<file path="config.mk">
export PLATFORM = sky130hd
export DESIGN_NAME = interval_and_event_counter
export DESIGN_NICKNAME = d
export VERILOG_FILES = /design/src/hw/interval_counter_pkg.sv /design/src/hw/count_tick_if.sv /design/src/hw/count_tick_gen.sv /design/src/hw/interval_and_event_counter.sv
export SDC_FILE = /design/constraint.sdc
export NUM_CORES = 1
export LEC_CHECK = 0
export ABC_AREA = 1
export BUFFER_PORTS_ARGS = -buffer_cell sky130_fd_sc_hd__buf_4
export CELL_PAD_IN_SITES_DETAIL_PLACEMENT = 2
export CELL_PAD_IN_SITES_GLOBAL_PLACEMENT = 2
export CORE_ASPECT_RATIO = 0.75
export CORE_MARGIN = 3
export CORE_UTILIZATION = 30
export CTS_CLUSTER_SIZE = 16
export DETAILED_ROUTE_END_ITERATION = 16
export PLACE_DENSITY_LB_ADDON = 0.1
export SYNTH_ARGS = -nofsm -noshare
export SYNTH_HDL_FRONTEND = slang
export SYNTH_SLANG_ARGS = --single-unit
</file>
<file path="constraint.sdc">
create_clock -name clock -period 2 [get_ports clock]
set_input_delay 0.1 -clock clock [delete_from_list [all_inputs] [get_ports clock]]
set_output_delay 0.1 -clock clock [all_outputs]
set_load 0.005 [all_outputs]
</file>
<file path="src/hw/interval_counter_pkg.sv">
package interval_counter_pkg;

   // ****************************************
   // Register map (byte addresses)
   // ****************************************
   localparam int ADDR_W = 8;
   localparam logic [7:0] OFS_CTL0 = 8'h00;
   localparam logic [7:0] OFS_CTL1 = 8'h04;
   localparam logic [7:0] OFS_CMP0 = 8'h08;
   localparam logic [7:0] OFS_CMP1 = 8'h0c;
   localparam logic [7:0] OFS_CNT = 8'h10;
   localparam logic [7:0] OFS_OPT0 = 8'h14;

   // ****************************************
   // Field positions
   // ****************************************
   localparam int CTL0_CE_BIT = 7;
   localparam int CTL0_CKS_LSB = 0;
   localparam int CTL1_MODE_LSB = 0;
   localparam int CTL1_EDGE_LSB = 4;
   localparam int OPT0_OVF_BIT = 0;

   // ****************************************
   // Reset and fixed values
   // ****************************************
   localparam logic [7:0] CTL0_RESET = 8'h00;
   localparam logic [7:0] CTL1_RESET = 8'h00;
   localparam logic [15:0] CMP_RESET = 16'h0000;
   localparam logic [15:0] CNT_IDLE = 16'hffff;
   localparam logic [15:0] CNT_ZERO = 16'h0000;
   localparam logic [15:0] CNT_ONE = 16'h0001;

   // ****************************************
   // Modes, edges, responses
   // ****************************************
   localparam logic [2:0] MODE_INTERVAL = 3'h0;
   localparam logic [2:0] MODE_EVENT = 3'h1;
   localparam logic [1:0] EDGE_NONE = 2'h0;
   localparam logic [1:0] EDGE_RISE = 2'h1;
   localparam logic [1:0] EDGE_FALL = 2'h2;
   localparam logic [1:0] EDGE_BOTH = 2'h3;
   localparam logic [1:0] RESP_OKAY = 2'h0;
   localparam logic [1:0] RESP_SLVERR = 2'h2;

   typedef enum logic [2:0] {
      STOPPED = 3'h1,
      ARMED = 3'h2,
      COUNTING = 3'h4
   } run_state_t;

endpackage

</file>
<file path="src/hw/count_tick_if.sv">
`timescale 1ns/100ps
interface count_tick_if;
   logic run;
   logic evtMode;
   logic [2:0] clkSel;
   logic [1:0] edgeSel;
   logic tick;

   modport ctrl (output run, output evtMode, output clkSel, output edgeSel, input tick);
   modport gen (input run, input evtMode, input clkSel, input edgeSel, output tick);
endinterface

</file>
<file path="src/hw/count_tick_gen.sv">
`timescale 1ns/100ps
module count_tick_gen (
   // Clock and reset
   input wire logic clock,
   input wire logic rst_n,
   // External event pin
   input wire logic eventIn,
   // Tick control
   count_tick_if.gen tk
);

   typedef struct packed {
      logic syncA;
      logic syncB;
      logic prevLvl;
      logic [6:0] div;
      logic tick;
   } gen_t;

   gen_t st_ff;
   gen_t nxt_st;

   // ****************************************
   // Prescaler mask for 2^clkSel
   // ****************************************
   function automatic logic [6:0] divMask(input logic [2:0] sel);
      logic [7:0] one;
      one = 8'h01 << sel;
      return 7'(one - 8'h01);
   endfunction

   always_comb begin
      nxt_st = st_ff;
      nxt_st.syncA = eventIn;
      nxt_st.syncB = st_ff.syncA;
      nxt_st.prevLvl = st_ff.syncB;
      nxt_st.tick = 1'b0;
      if (!tk.run || tk.evtMode) begin
         nxt_st.div = 7'h00;
      end else begin
         nxt_st.div = 7'(st_ff.div + 7'h01);
      end
      if (tk.run && tk.evtMode) begin
         case (tk.edgeSel)
            interval_counter_pkg::EDGE_RISE: nxt_st.tick = st_ff.syncB & ~st_ff.prevLvl;
            interval_counter_pkg::EDGE_FALL: nxt_st.tick = ~st_ff.syncB & st_ff.prevLvl;
            interval_counter_pkg::EDGE_BOTH: nxt_st.tick = st_ff.syncB ^ st_ff.prevLvl;
            default: nxt_st.tick = 1'b0;
         endcase
      end else if (tk.run) begin
         nxt_st.tick = ((st_ff.div & divMask(tk.clkSel)) == divMask(tk.clkSel));
      end
   end

   always_ff @(posedge clock or negedge rst_n) begin
      if (!rst_n) begin
         st_ff <= '0;
      end else begin
         st_ff <= nxt_st;
      end
   end

   assign tk.tick = st_ff.tick;

endmodule

</file>
<file path="src/hw/interval_and_event_counter.sv">
`timescale 1ns/100ps
module interval_and_event_counter (
   // Clock and reset
   input wire logic clock,
   input wire logic rst_n,
   // AXI4-Lite write address
   input wire logic s_axi_awvalid,
   output logic s_axi_awready,
   input wire logic [7:0] s_axi_awaddr,
   input wire logic [2:0] s_axi_awprot,
   // AXI4-Lite write data
   input wire logic s_axi_wvalid,
   output logic s_axi_wready,
   input wire logic [31:0] s_axi_wdata,
   input wire logic [3:0] s_axi_wstrb,
   // AXI4-Lite write response
   output logic s_axi_bvalid,
   input wire logic s_axi_bready,
   output logic [1:0] s_axi_bresp,
   // AXI4-Lite read address
   input wire logic s_axi_arvalid,
   output logic s_axi_arready,
   input wire logic [7:0] s_axi_araddr,
   input wire logic [2:0] s_axi_arprot,
   // AXI4-Lite read data
   output logic s_axi_rvalid,
   input wire logic s_axi_rready,
   output logic [31:0] s_axi_rdata,
   output logic [1:0] s_axi_rresp,
   // Event input pin
   input wire logic eventIn,
   // Timer outputs
   output logic primaryTimerOutput,
   output logic secondaryTimerOutput,
   // Interrupt request pulses
   output logic compareZeroMatchIrq,
   output logic compareOneMatchIrq,
   output logic counterOverflowIrq
);

   typedef struct packed {
      interval_counter_pkg::run_state_t fsm;
      logic [7:0] ctl0;
      logic [7:0] ctl1;
      logic [15:0] cmp0Reg;
      logic [15:0] cmp1Reg;
      logic [15:0] cmp0Buf;
      logic [15:0] cmp1Buf;
      logic [15:0] cnt;
      logic ovf;
      logic primOut;
      logic secOut;
      logic irq0;
      logic irq1;
      logic irqOv;
      logic awRdy;
      logic wRdy;
      logic awHave;
      logic wHave;
      logic [7:0] awAddr;
      logic [31:0] wData;
      logic [3:0] wStrb;
      logic bValid;
      logic [1:0] bResp;
      logic arRdy;
      logic rValid;
      logic [31:0] rData;
      logic [1:0] rResp;
   } core_t;

   core_t st_ff;
   core_t nxt_st;

   logic ce;
   logic [2:0] mode;
   logic validMode;
   logic countTick;
   logic doWrite;
   logic [7:0] wrAddr;
   logic [31:0] wrData;
   logic [3:0] wrStrb;
   logic [31:0] rdWord;
   logic rdOk;

   count_tick_if tk ();

   // ****************************************
   // Helper functions
   // ****************************************
   function automatic logic [15:0] merge16(input logic [15:0] old, input logic [31:0] data,
                                           input logic [3:0] strb);
      logic [15:0] res;
      res = old;
      if (strb[0]) begin
         res[7:0] = data[7:0];
      end
      if (strb[1]) begin
         res[15:8] = data[15:8];
      end
      return res;
   endfunction

   function automatic logic isMapped(input logic [7:0] addr);
      return (addr == interval_counter_pkg::OFS_CTL0) || (addr == interval_counter_pkg::OFS_CTL1) ||
             (addr == interval_counter_pkg::OFS_CMP0) || (addr == interval_counter_pkg::OFS_CMP1) ||
             (addr == interval_counter_pkg::OFS_CNT) || (addr == interval_counter_pkg::OFS_OPT0);
   endfunction

   // ****************************************
   // Tick source
   // ****************************************
   assign ce = st_ff.ctl0[interval_counter_pkg::CTL0_CE_BIT];
   assign mode = st_ff.ctl1[interval_counter_pkg::CTL1_MODE_LSB +: 3];
   assign validMode = (mode == interval_counter_pkg::MODE_INTERVAL) || (mode == interval_counter_pkg::MODE_EVENT);
   assign tk.run = ce;
   assign tk.evtMode = (mode == interval_counter_pkg::MODE_EVENT);
   assign tk.clkSel = st_ff.ctl0[interval_counter_pkg::CTL0_CKS_LSB +: 3];
   assign tk.edgeSel = st_ff.ctl1[interval_counter_pkg::CTL1_EDGE_LSB +: 2];
   assign countTick = tk.tick;

   count_tick_gen tickGen (
      .clock(clock),
      .rst_n(rst_n),
      .eventIn(eventIn),
      .tk(tk)
   );

   // ****************************************
   // Bus side decode
   // ****************************************
   always_comb begin
      doWrite = 1'b0;
      wrAddr = st_ff.awHave ? st_ff.awAddr : s_axi_awaddr;
      wrData = st_ff.wHave ? st_ff.wData : s_axi_wdata;
      wrStrb = st_ff.wHave ? st_ff.wStrb : s_axi_wstrb;
      if ((st_ff.awHave || (s_axi_awvalid && st_ff.awRdy)) && (st_ff.wHave || (s_axi_wvalid && st_ff.wRdy))) begin
         doWrite = 1'b1;
      end
   end

   always_comb begin
      rdWord = 32'h0000_0000;
      rdOk = 1'b1;
      case (s_axi_araddr)
         interval_counter_pkg::OFS_CTL0: rdWord[7:0] = st_ff.ctl0;
         interval_counter_pkg::OFS_CTL1: rdWord[7:0] = st_ff.ctl1;
         interval_counter_pkg::OFS_CMP0: rdWord[15:0] = st_ff.cmp0Reg;
         interval_counter_pkg::OFS_CMP1: rdWord[15:0] = st_ff.cmp1Reg;
         interval_counter_pkg::OFS_CNT: rdWord[15:0] = ce ? st_ff.cnt : interval_counter_pkg::CNT_ZERO;
         interval_counter_pkg::OFS_OPT0: rdWord[interval_counter_pkg::OPT0_OVF_BIT] = st_ff.ovf;
         default: rdOk = 1'b0;
      endcase
   end

   // ****************************************
   // Next state
   // ****************************************
   always_comb begin
      nxt_st = st_ff;
      nxt_st.irq0 = 1'b0;
      nxt_st.irq1 = 1'b0;
      nxt_st.irqOv = 1'b0;

      // Write channel: address and data taken in either order
      if (st_ff.awRdy && s_axi_awvalid) begin
         nxt_st.awHave = 1'b1;
         nxt_st.awAddr = s_axi_awaddr;
      end
      if (st_ff.wRdy && s_axi_wvalid) begin
         nxt_st.wHave = 1'b1;
         nxt_st.wData = s_axi_wdata;
         nxt_st.wStrb = s_axi_wstrb;
      end
      if (st_ff.bValid && s_axi_bready) begin
         nxt_st.bValid = 1'b0;
      end
      if (doWrite) begin
         nxt_st.awHave = 1'b0;
         nxt_st.wHave = 1'b0;
         nxt_st.bValid = 1'b1;
         nxt_st.bResp = isMapped(wrAddr) ? interval_counter_pkg::RESP_OKAY : interval_counter_pkg::RESP_SLVERR;
         case (wrAddr)
            interval_counter_pkg::OFS_CTL0: begin
               if (wrStrb[0]) begin
                  nxt_st.ctl0 = wrData[7:0];
               end
            end
            interval_counter_pkg::OFS_CTL1: begin
               if (wrStrb[0]) begin
                  nxt_st.ctl1 = wrData[7:0];
               end
            end
            interval_counter_pkg::OFS_CMP0: begin
               nxt_st.cmp0Reg = merge16(st_ff.cmp0Reg, wrData, wrStrb);
               nxt_st.cmp0Buf = merge16(st_ff.cmp0Reg, wrData, wrStrb);
            end
            interval_counter_pkg::OFS_CMP1: begin
               nxt_st.cmp1Reg = merge16(st_ff.cmp1Reg, wrData, wrStrb);
               nxt_st.cmp1Buf = merge16(st_ff.cmp1Reg, wrData, wrStrb);
            end
            interval_counter_pkg::OFS_OPT0: begin
               if (wrStrb[0]) begin
                  nxt_st.ovf = wrData[interval_counter_pkg::OPT0_OVF_BIT];
               end
            end
            default: begin
            end
         endcase
      end
      nxt_st.awRdy = !nxt_st.awHave && !nxt_st.bValid;
      nxt_st.wRdy = !nxt_st.wHave && !nxt_st.bValid;

      // Read channel
      if (st_ff.rValid && s_axi_rready) begin
         nxt_st.rValid = 1'b0;
      end
      if (st_ff.arRdy && s_axi_arvalid) begin
         nxt_st.rValid = 1'b1;
         nxt_st.rData = rdWord;
         nxt_st.rResp = rdOk ? interval_counter_pkg::RESP_OKAY : interval_counter_pkg::RESP_SLVERR;
      end
      nxt_st.arRdy = !nxt_st.rValid;

      // Counter; hardware set of the overflow flag follows the bus write
      if (!ce) begin
         nxt_st.fsm = interval_counter_pkg::STOPPED;
         nxt_st.cnt = interval_counter_pkg::CNT_IDLE;
      end else begin
         case (st_ff.fsm)
            interval_counter_pkg::STOPPED: begin
               nxt_st.fsm = interval_counter_pkg::ARMED;
               nxt_st.cmp0Buf = nxt_st.cmp0Reg;
               nxt_st.cmp1Buf = nxt_st.cmp1Reg;
            end
            interval_counter_pkg::ARMED: begin
               if (mode == interval_counter_pkg::MODE_EVENT) begin
                  // Start wrap, no event needed
                  nxt_st.cnt = interval_counter_pkg::CNT_ZERO;
                  nxt_st.fsm = interval_counter_pkg::COUNTING;
                  if (st_ff.cmp0Buf == interval_counter_pkg::CNT_ZERO) begin
                     nxt_st.irq0 = 1'b1;
                  end
                  if (st_ff.cmp1Buf == interval_counter_pkg::CNT_ZERO) begin
                     nxt_st.irq1 = 1'b1;
                     nxt_st.secOut = ~st_ff.secOut;
                  end
               end else if (mode == interval_counter_pkg::MODE_INTERVAL && countTick) begin
                  nxt_st.cnt = interval_counter_pkg::CNT_ZERO;
                  nxt_st.primOut = ~st_ff.primOut;
                  nxt_st.fsm = interval_counter_pkg::COUNTING;
               end
            end
            interval_counter_pkg::COUNTING: begin
               if (countTick && validMode) begin
                  if (st_ff.cnt == st_ff.cmp0Buf) begin
                     // Match clears, covers all-ones without overflow
                     nxt_st.cnt = interval_counter_pkg::CNT_ZERO;
                     nxt_st.irq0 = 1'b1;
                     if (mode == interval_counter_pkg::MODE_INTERVAL) begin
                        nxt_st.primOut = ~st_ff.primOut;
                     end
                  end else if (st_ff.cnt == interval_counter_pkg::CNT_IDLE) begin
                     // Buffer lowered below count
                     nxt_st.cnt = interval_counter_pkg::CNT_ZERO;
                     nxt_st.ovf = 1'b1;
                     nxt_st.irqOv = 1'b1;
                  end else begin
                     nxt_st.cnt = st_ff.cnt + interval_counter_pkg::CNT_ONE;
                  end
                  if (st_ff.cnt == st_ff.cmp1Buf) begin
                     nxt_st.irq1 = 1'b1;
                     nxt_st.secOut = ~st_ff.secOut;
                  end
               end
            end
            default: begin
               nxt_st.fsm = interval_counter_pkg::STOPPED;
            end
         endcase
      end
   end

   // ****************************************
   // State register
   // ****************************************
   always_ff @(posedge clock or negedge rst_n) begin
      if (!rst_n) begin
         st_ff <= '0;
         st_ff.fsm <= interval_counter_pkg::STOPPED;
         st_ff.ctl0 <= interval_counter_pkg::CTL0_RESET;
         st_ff.ctl1 <= interval_counter_pkg::CTL1_RESET;
         st_ff.cmp0Reg <= interval_counter_pkg::CMP_RESET;
         st_ff.cmp1Reg <= interval_counter_pkg::CMP_RESET;
         st_ff.cmp0Buf <= interval_counter_pkg::CMP_RESET;
         st_ff.cmp1Buf <= interval_counter_pkg::CMP_RESET;
         st_ff.cnt <= interval_counter_pkg::CNT_IDLE;
      end else begin
         st_ff <= nxt_st;
      end
   end

   // ****************************************
   // Outputs
   // ****************************************
   assign s_axi_awready = st_ff.awRdy;
   assign s_axi_wready = st_ff.wRdy;
   assign s_axi_bvalid = st_ff.bValid;
   assign s_axi_bresp = st_ff.bResp;
   assign s_axi_arready = st_ff.arRdy;
   assign s_axi_rvalid = st_ff.rValid;
   assign s_axi_rdata = st_ff.rData;
   assign s_axi_rresp = st_ff.rResp;
   assign primaryTimerOutput = st_ff.primOut;
   assign secondaryTimerOutput = st_ff.secOut;
   assign compareZeroMatchIrq = st_ff.irq0;
   assign compareOneMatchIrq = st_ff.irq1;
   assign counterOverflowIrq = st_ff.irqOv;

endmodule

</file>
Word level (Yosys, flattened, before mapping)
Cells that the tools add are included.
{ "classes": {"addsub": 3, "n_eq_ne": 33, "shift": 1, "muxes": 66, "bitwise": 8, "n_reduce_logical": 38} }
{ "ops": {"columns": ["op", "count"], "rows": [
  ["16-bit two-way mux", 11],
  ["32-bit two-way mux", 2],
  ["64-bit two-way mux", 1],
  ["8-bit two-way mux", 5],
  ["35-bit two-way mux", 1],
  ["7-bit case mux with 5 select lines", 1],
  ["16-bit equality test", 2],
  ["8-bit by 4-bit equality test with 1-bit output, second input constant", 4],
  ["8-bit by 5-bit equality test with 1-bit output, second input constant", 4],
  ["16-bit logical NOT", 2],
  ["16-bit case mux with 2 select lines", 1],
  ["1-bit two-way mux", 27],
  ["8-bit case mux with 3 select lines", 1],
  ["22-bit two-way mux", 1],
  ["16-bit by 1-bit adder with 16-bit output, second input constant", 1],
  ["16-bit equality test, second input constant", 1],
  ["8-bit by 3-bit equality test with 1-bit output, second input constant", 2],
  ["8-bit logical NOT", 2],
  ["2-bit inequality test, second input constant", 8],
  ["3-bit two-way mux", 5],
  ["1-bit logical AND", 11],
  ["1-bit logical OR", 9],
  ["3-bit case mux with 3 select lines", 1],
  ["3-bit AND reduction", 3],
  ["other kinds (30)", 43]
]} }
{ "totals": {"regBits": 169, "input_bits": 66} }

Longest topological paths before layout
{ "logic_depth": {"word_depth": 11, "depth_mapped": 13, "mapped_depth_nobuf": 12} }

Modules after synthesis
From an unflattened synthesis, not the netlist that was laid out.
{ "hier_totals": {"hier_cells": 1372, "hier_area_um2": 9427.8} }
{ "modules_own_cells": {"columns": ["module", "n_inst", "cells_per_inst", "area_per_inst_um2", "seq_area_each_um2"], "rows": [
  ["interval_and_event_counter", 1, 1307, 8881.0, 3925.0],
  ["count_tick_gen", 1, 65, 546.8, 275.3]
]} }

Least setup slack after synthesis
OpenSTA, ideal clock, no wires.
{ "synth_timing": {"kind": "reg-to-reg", "startpoint": "reg st_ff[94] in the netlist's numbering", "endpoint": "reg st_ff[104] in the netlist's numbering", "t_arrival_ns": 1.808, "t_required_ns": 1.909, "slack_ns": 0.102, "stages_incl_launch_ff": 9, "path_buffers": 0, "synth_period_minus_slack_ns": 1.898, "path_cell_list": "dfstp_2 -> ha_1 -> nand2_1 -> nor3_1 -> nand2_1 -> nor2_1 -> nand2_1 -> nand4_1 -> nand3_1"} }
{ "synth_between": {"elab_chain_cells": 6, "word_cells_on_any_way": 8, "cone_classes": "1 x add/sub; 2 x eq/ne; 5 x mux"} }
{ "synth_lines": {"columns": ["element", "line", "text"], "rows": [
  ["start: declaration", "interval_and_event_counter.sv:71", "core_t st_ff;"],
  ["start signal: assignment", "interval_and_event_counter.sv:298", "st_ff <= nxt_st;"],
  ["16-bit by 1-bit adder with 16-bit output or 16-bit equality test (tied branches)", "interval_and_event_counter.sv:268, interval_and_event_counter.sv:262", null],
  ["16-bit two-way mux", "interval_and_event_counter.sv:262", "end else if (st_ff.cnt == interval_counter_pkg::CNT_IDLE) begin"],
  ["16-bit two-way mux (*)", "interval_and_event_counter.sv:255", "if (st_ff.cnt == st_ff.cmp0Buf) begin"],
  ["22-bit two-way mux (*)", "interval_and_event_counter.sv:254", "if (countTick && validMode) begin"],
  ["16-bit case mux with 2 select lines (*)", "interval_and_event_counter.sv:229", "case (st_ff.fsm)"],
  ["16-bit two-way mux (*)", "interval_and_event_counter.sv:225", "if (!ce) begin"]
]} }
Every way passes the cells marked *; elsewhere a longest branch is shown, timed or not. The select of a mux whose other input is x is not followed.
A chain may end at the register's enable or synchronous reset.

==> flow_summary_export.csv <==
group,metric,value,unit
min_path,hold_path_class,"input port to flop",
sta,fmax,0.512,GHz
min_path,min_to,"st_ff[84]",
placement,place.gp.congestion,0.829,
worst_setup_path,max_stage_delay,0.56,ns
placement,postPlaceCellArea,10800,µm²
detailed_routing,drtIter0Drc,460,
clock_tree,cts_buffers,17,
clock_tree,htree_levels,4,
detailed_routing,dr.pass1.iters,4,
sta,post-route-period-util,0.976,
detailed_routing,drc,0,
worst_setup_path,cp_max_fo,12,
sta,setup_viol,0,
power,p_total,13500,µW
finish,syn_to_final_growth,25.3,%
detailed_routing,via_per_inst,4.91,
detailed_routing,via_count,9320,
logic_synthesis,ys.flop_type,"dfrtp_1",
finish,stdcell_area,11900,µm²
worst_setup_path,timing.rr.end,"st_ff[130]",
logic_synthesis,ys_warn_count,0,
logic_synthesis,syn_inst,1330,
detailed_routing,wl_per_cell,19.1,µm
power,p_leak,0.00617,µW
sta,slew_viol_final,0,
sta,period_needed,1.95,ns
clock_tree,clkSlewWorstSetupHoldPaths,0.07,ns
worst_setup_path,critPathMostFrequentCell,"nand2_1",
sta,whs,0.0509,ns
finish,diodes,0,
floorplanning,rows,55,
worst_setup_path,end_kind,"flop",
detailed_routing,finalWirelength,36300,µm
flow_run,max_cap_viol_count,0,
clock_tree,clockBufferDepth,2,
finish,layout_common_cells,"nand2_1 (510), buf_4 (160), inv_1 (154), dfrtp_1 (148), o21ai_0 (107)",
worst_setup_path,criticalPathCategory,"flop to flop",
sta,hold_viol,0,
min_path,hp-start,"s_axi_wvalid",
finish,nets,1559,
global_route,grt_pass1_vias,9858,
logic_synthesis,synth-edff-count,0,
floorplanning,ios,112,
logic_synthesis,synth_seq_cells,167,
global_route,grt_max_degree,52,
floorplanning,fp.coreArea,30600,µm²
global_route,grt_usage,0.217,
global_route,antenna_found_initial,0,
clock_tree,cts_tree,"yes",
worst_setup_path,cp-start-kind,"flop",
sta,tightestPinTransition,0.681,ns
sta,relSlewSlack,0.541,
worst_setup_path,reg2reg_from,"st_ff[83]",
logic_synthesis,ys_types,44,
min_path,hold_path_depth,4,
clock_tree,clkSinkCount,167,
power,power_density,1140,nW/µm²
logic_synthesis,async_reset_ff_frac,1.00,
clock_tree,cts_root_buffer,"clkbuf_16",
power,vdd_ir_drop_max,0.638,mV
logic_synthesis,avgSynthCellArea,7.12,µm²
logic_synthesis,ys_seq_area_frac,0.444,
floorplanning,die_area,33800,µm²
placement,dp_hpwl,27200,µm
run_status,outcome,"finished clean",
worst_setup_path,cp.required,2.38,ns
placement,io_buffers,69,
worst_setup_path,reg2reg_depth,8,
worst_setup_path,reg2reg_slack,0.05,ns
finish,final_common_cell,"nand2_1",
finish,final_layout_size_suffix_gt1_frac,0.168,
floorplanning,start_util,0.309,
floorplanning,die_height,160,µm
sta,fin_worst_skew,0.00967,ns
worst_setup_path,path_cells,"buf_4 -> o21ai_0 -> nand2_1 -> o21ai_0 -> nand3_1 -> nand2_1 -> nand2_1 -> nand2_1",
detailed_routing,route.antenna.remaining_nets,0,
floorplanning,die_x,211,µm
logic_synthesis,syn_area,9470,µm²
worst_setup_path,crit_arrival,2.34,ns
global_route,grt_remaining_overflow,0,
global_route,grt_first_pass_wirelength,56700,µm
clock_tree,worstSkewPairLatency,0.45,ns
worst_setup_path,crit_slowest_cell,"o21ai_0",
how the worst max path moves through the flow:
stage / start / to / slack [ns] / depth (start not counted)
finish: st_ff[83] / st_ff[130] / 0.05 / 8
detailed placement: st_ff[83] / st_ff[183] / -0.03 / 10
global route: st_ff[84] / st_ff[111] / -0.02 / 11
global placement: st_ff[93] / st_ff[106] / 0.02 / 9
CTS: st_ff[84] / st_ff[128] / 0.009 / 9
floorplan: st_ff[94] / st_ff[104] / 0.10 / 8
critical path: cells and delay by family (launching register included):
kind | cells | cell delay, ns
AOI/OAI and AO/OA | 2 | 0.69
DFF | 1 | 0.49
buffers and inverters | 1 | 0.19
and+or+nand+nor | 5 | 0.52
per-layer routing:
metal	share of wire	up-vias	global-route usage
met2	0.43	118	0.326
li1	-	4445	-
met5	0	-	0
met1	0.53	4736	0.336
met3	0.027	21	0.0281
met4	0.0089	0	0.0417
cells in the mapped netlist (2+ instances only):
master     count  area share
nand3_1       81       0.043
dfrtp_1      150        0.40
o21ai_1        5      0.0026
clkbuf_1      23      0.0091
mux2_2         3      0.0036
nand2_2        3      0.0020
nand2_1      513        0.20
xor2_1        12       0.011
buf_4         37       0.029
o221ai_1       3      0.0028
o2111ai_1      2      0.0018
o21ai_2        2      0.0018
o21ai_0      109       0.058
a211oi_1       2      0.0016
nand2_4        3      0.0036
inv_1        155       0.061
dfstp_2       17       0.047
nand4_1       23       0.015
ha_1           4      0.0053
nor3_1        12      0.0063
nor2_1        93       0.037
buf_6         11       0.013
buf_2         10      0.0053
nor3_4         2      0.0034
a21oi_1       27       0.014
o22ai_1       10      0.0066
sequential cells by signal, indices dropped and copies added (netlist names), 2 cells and up:
register / cells
tickGen.nxt_st: 2
tickGen.st_ff: 8
s_axi_rdata: 16
st_ff: 124
mode: 3
cells by family (layout without fill, tap and decap cells):
logic type,Yosys count,after routing,share of synthesized area
flip-flops,167,167,0.444
XOR/XNOR,13,13,0.0120
multiplexers,3,3,0.00357
AO/OA/AOI/OAI,165,165,0.0938
buffers and inverters,238,388,0.119
other,1,18,0.000396
adder cells (fa/ha/maj),4,4,0.00528
AND/OR/NAND/NOR,739,741,0.322
stage by stage:
step	setup WS (ns)	instances	utilization	TNS [ns]
floorplan	0.102	1347	-	0
global placement	0.0176	1822	0.352	0
detailed placement	-0.0317	1822	0.352	-0.0518
CTS	0.00890	1883	0.381	0
global route	-0.0169	1898	0.388	-0.0624
finish	0.0475	1898	0.388	0
cell type report:
class	instances	area, µm²
Fill cell	3639	18800
Tap cell	399	499
Clock buffer	23	498
Multi-Input combinational cell	944	4290
Sequential cell	167	4200
Timing Repair Buffer	203	1730
Inverter	156	586
Clock inverter	6	67.6
repair_timing:
action	in CTS	in global routing
setup endpoints to repair	19	86
hold buffers	31	0
resized for setup	2	16
buffers inserted	1	13
pin swaps	1	5
gates cloned	0	2
endpoints found under the hold margin	78	0
report_power, final:
part | total (µW) | switching, µW | leakage, µW | internal [µW]
registers | 4770 | 597 | 0.00211 | 4170
clock network | 3280 | 1420 | 0.000274 | 1860
logic | 5470 | 3500 | 0.00378 | 1970
No activity file was read; power rests on OpenSTA's default activity.
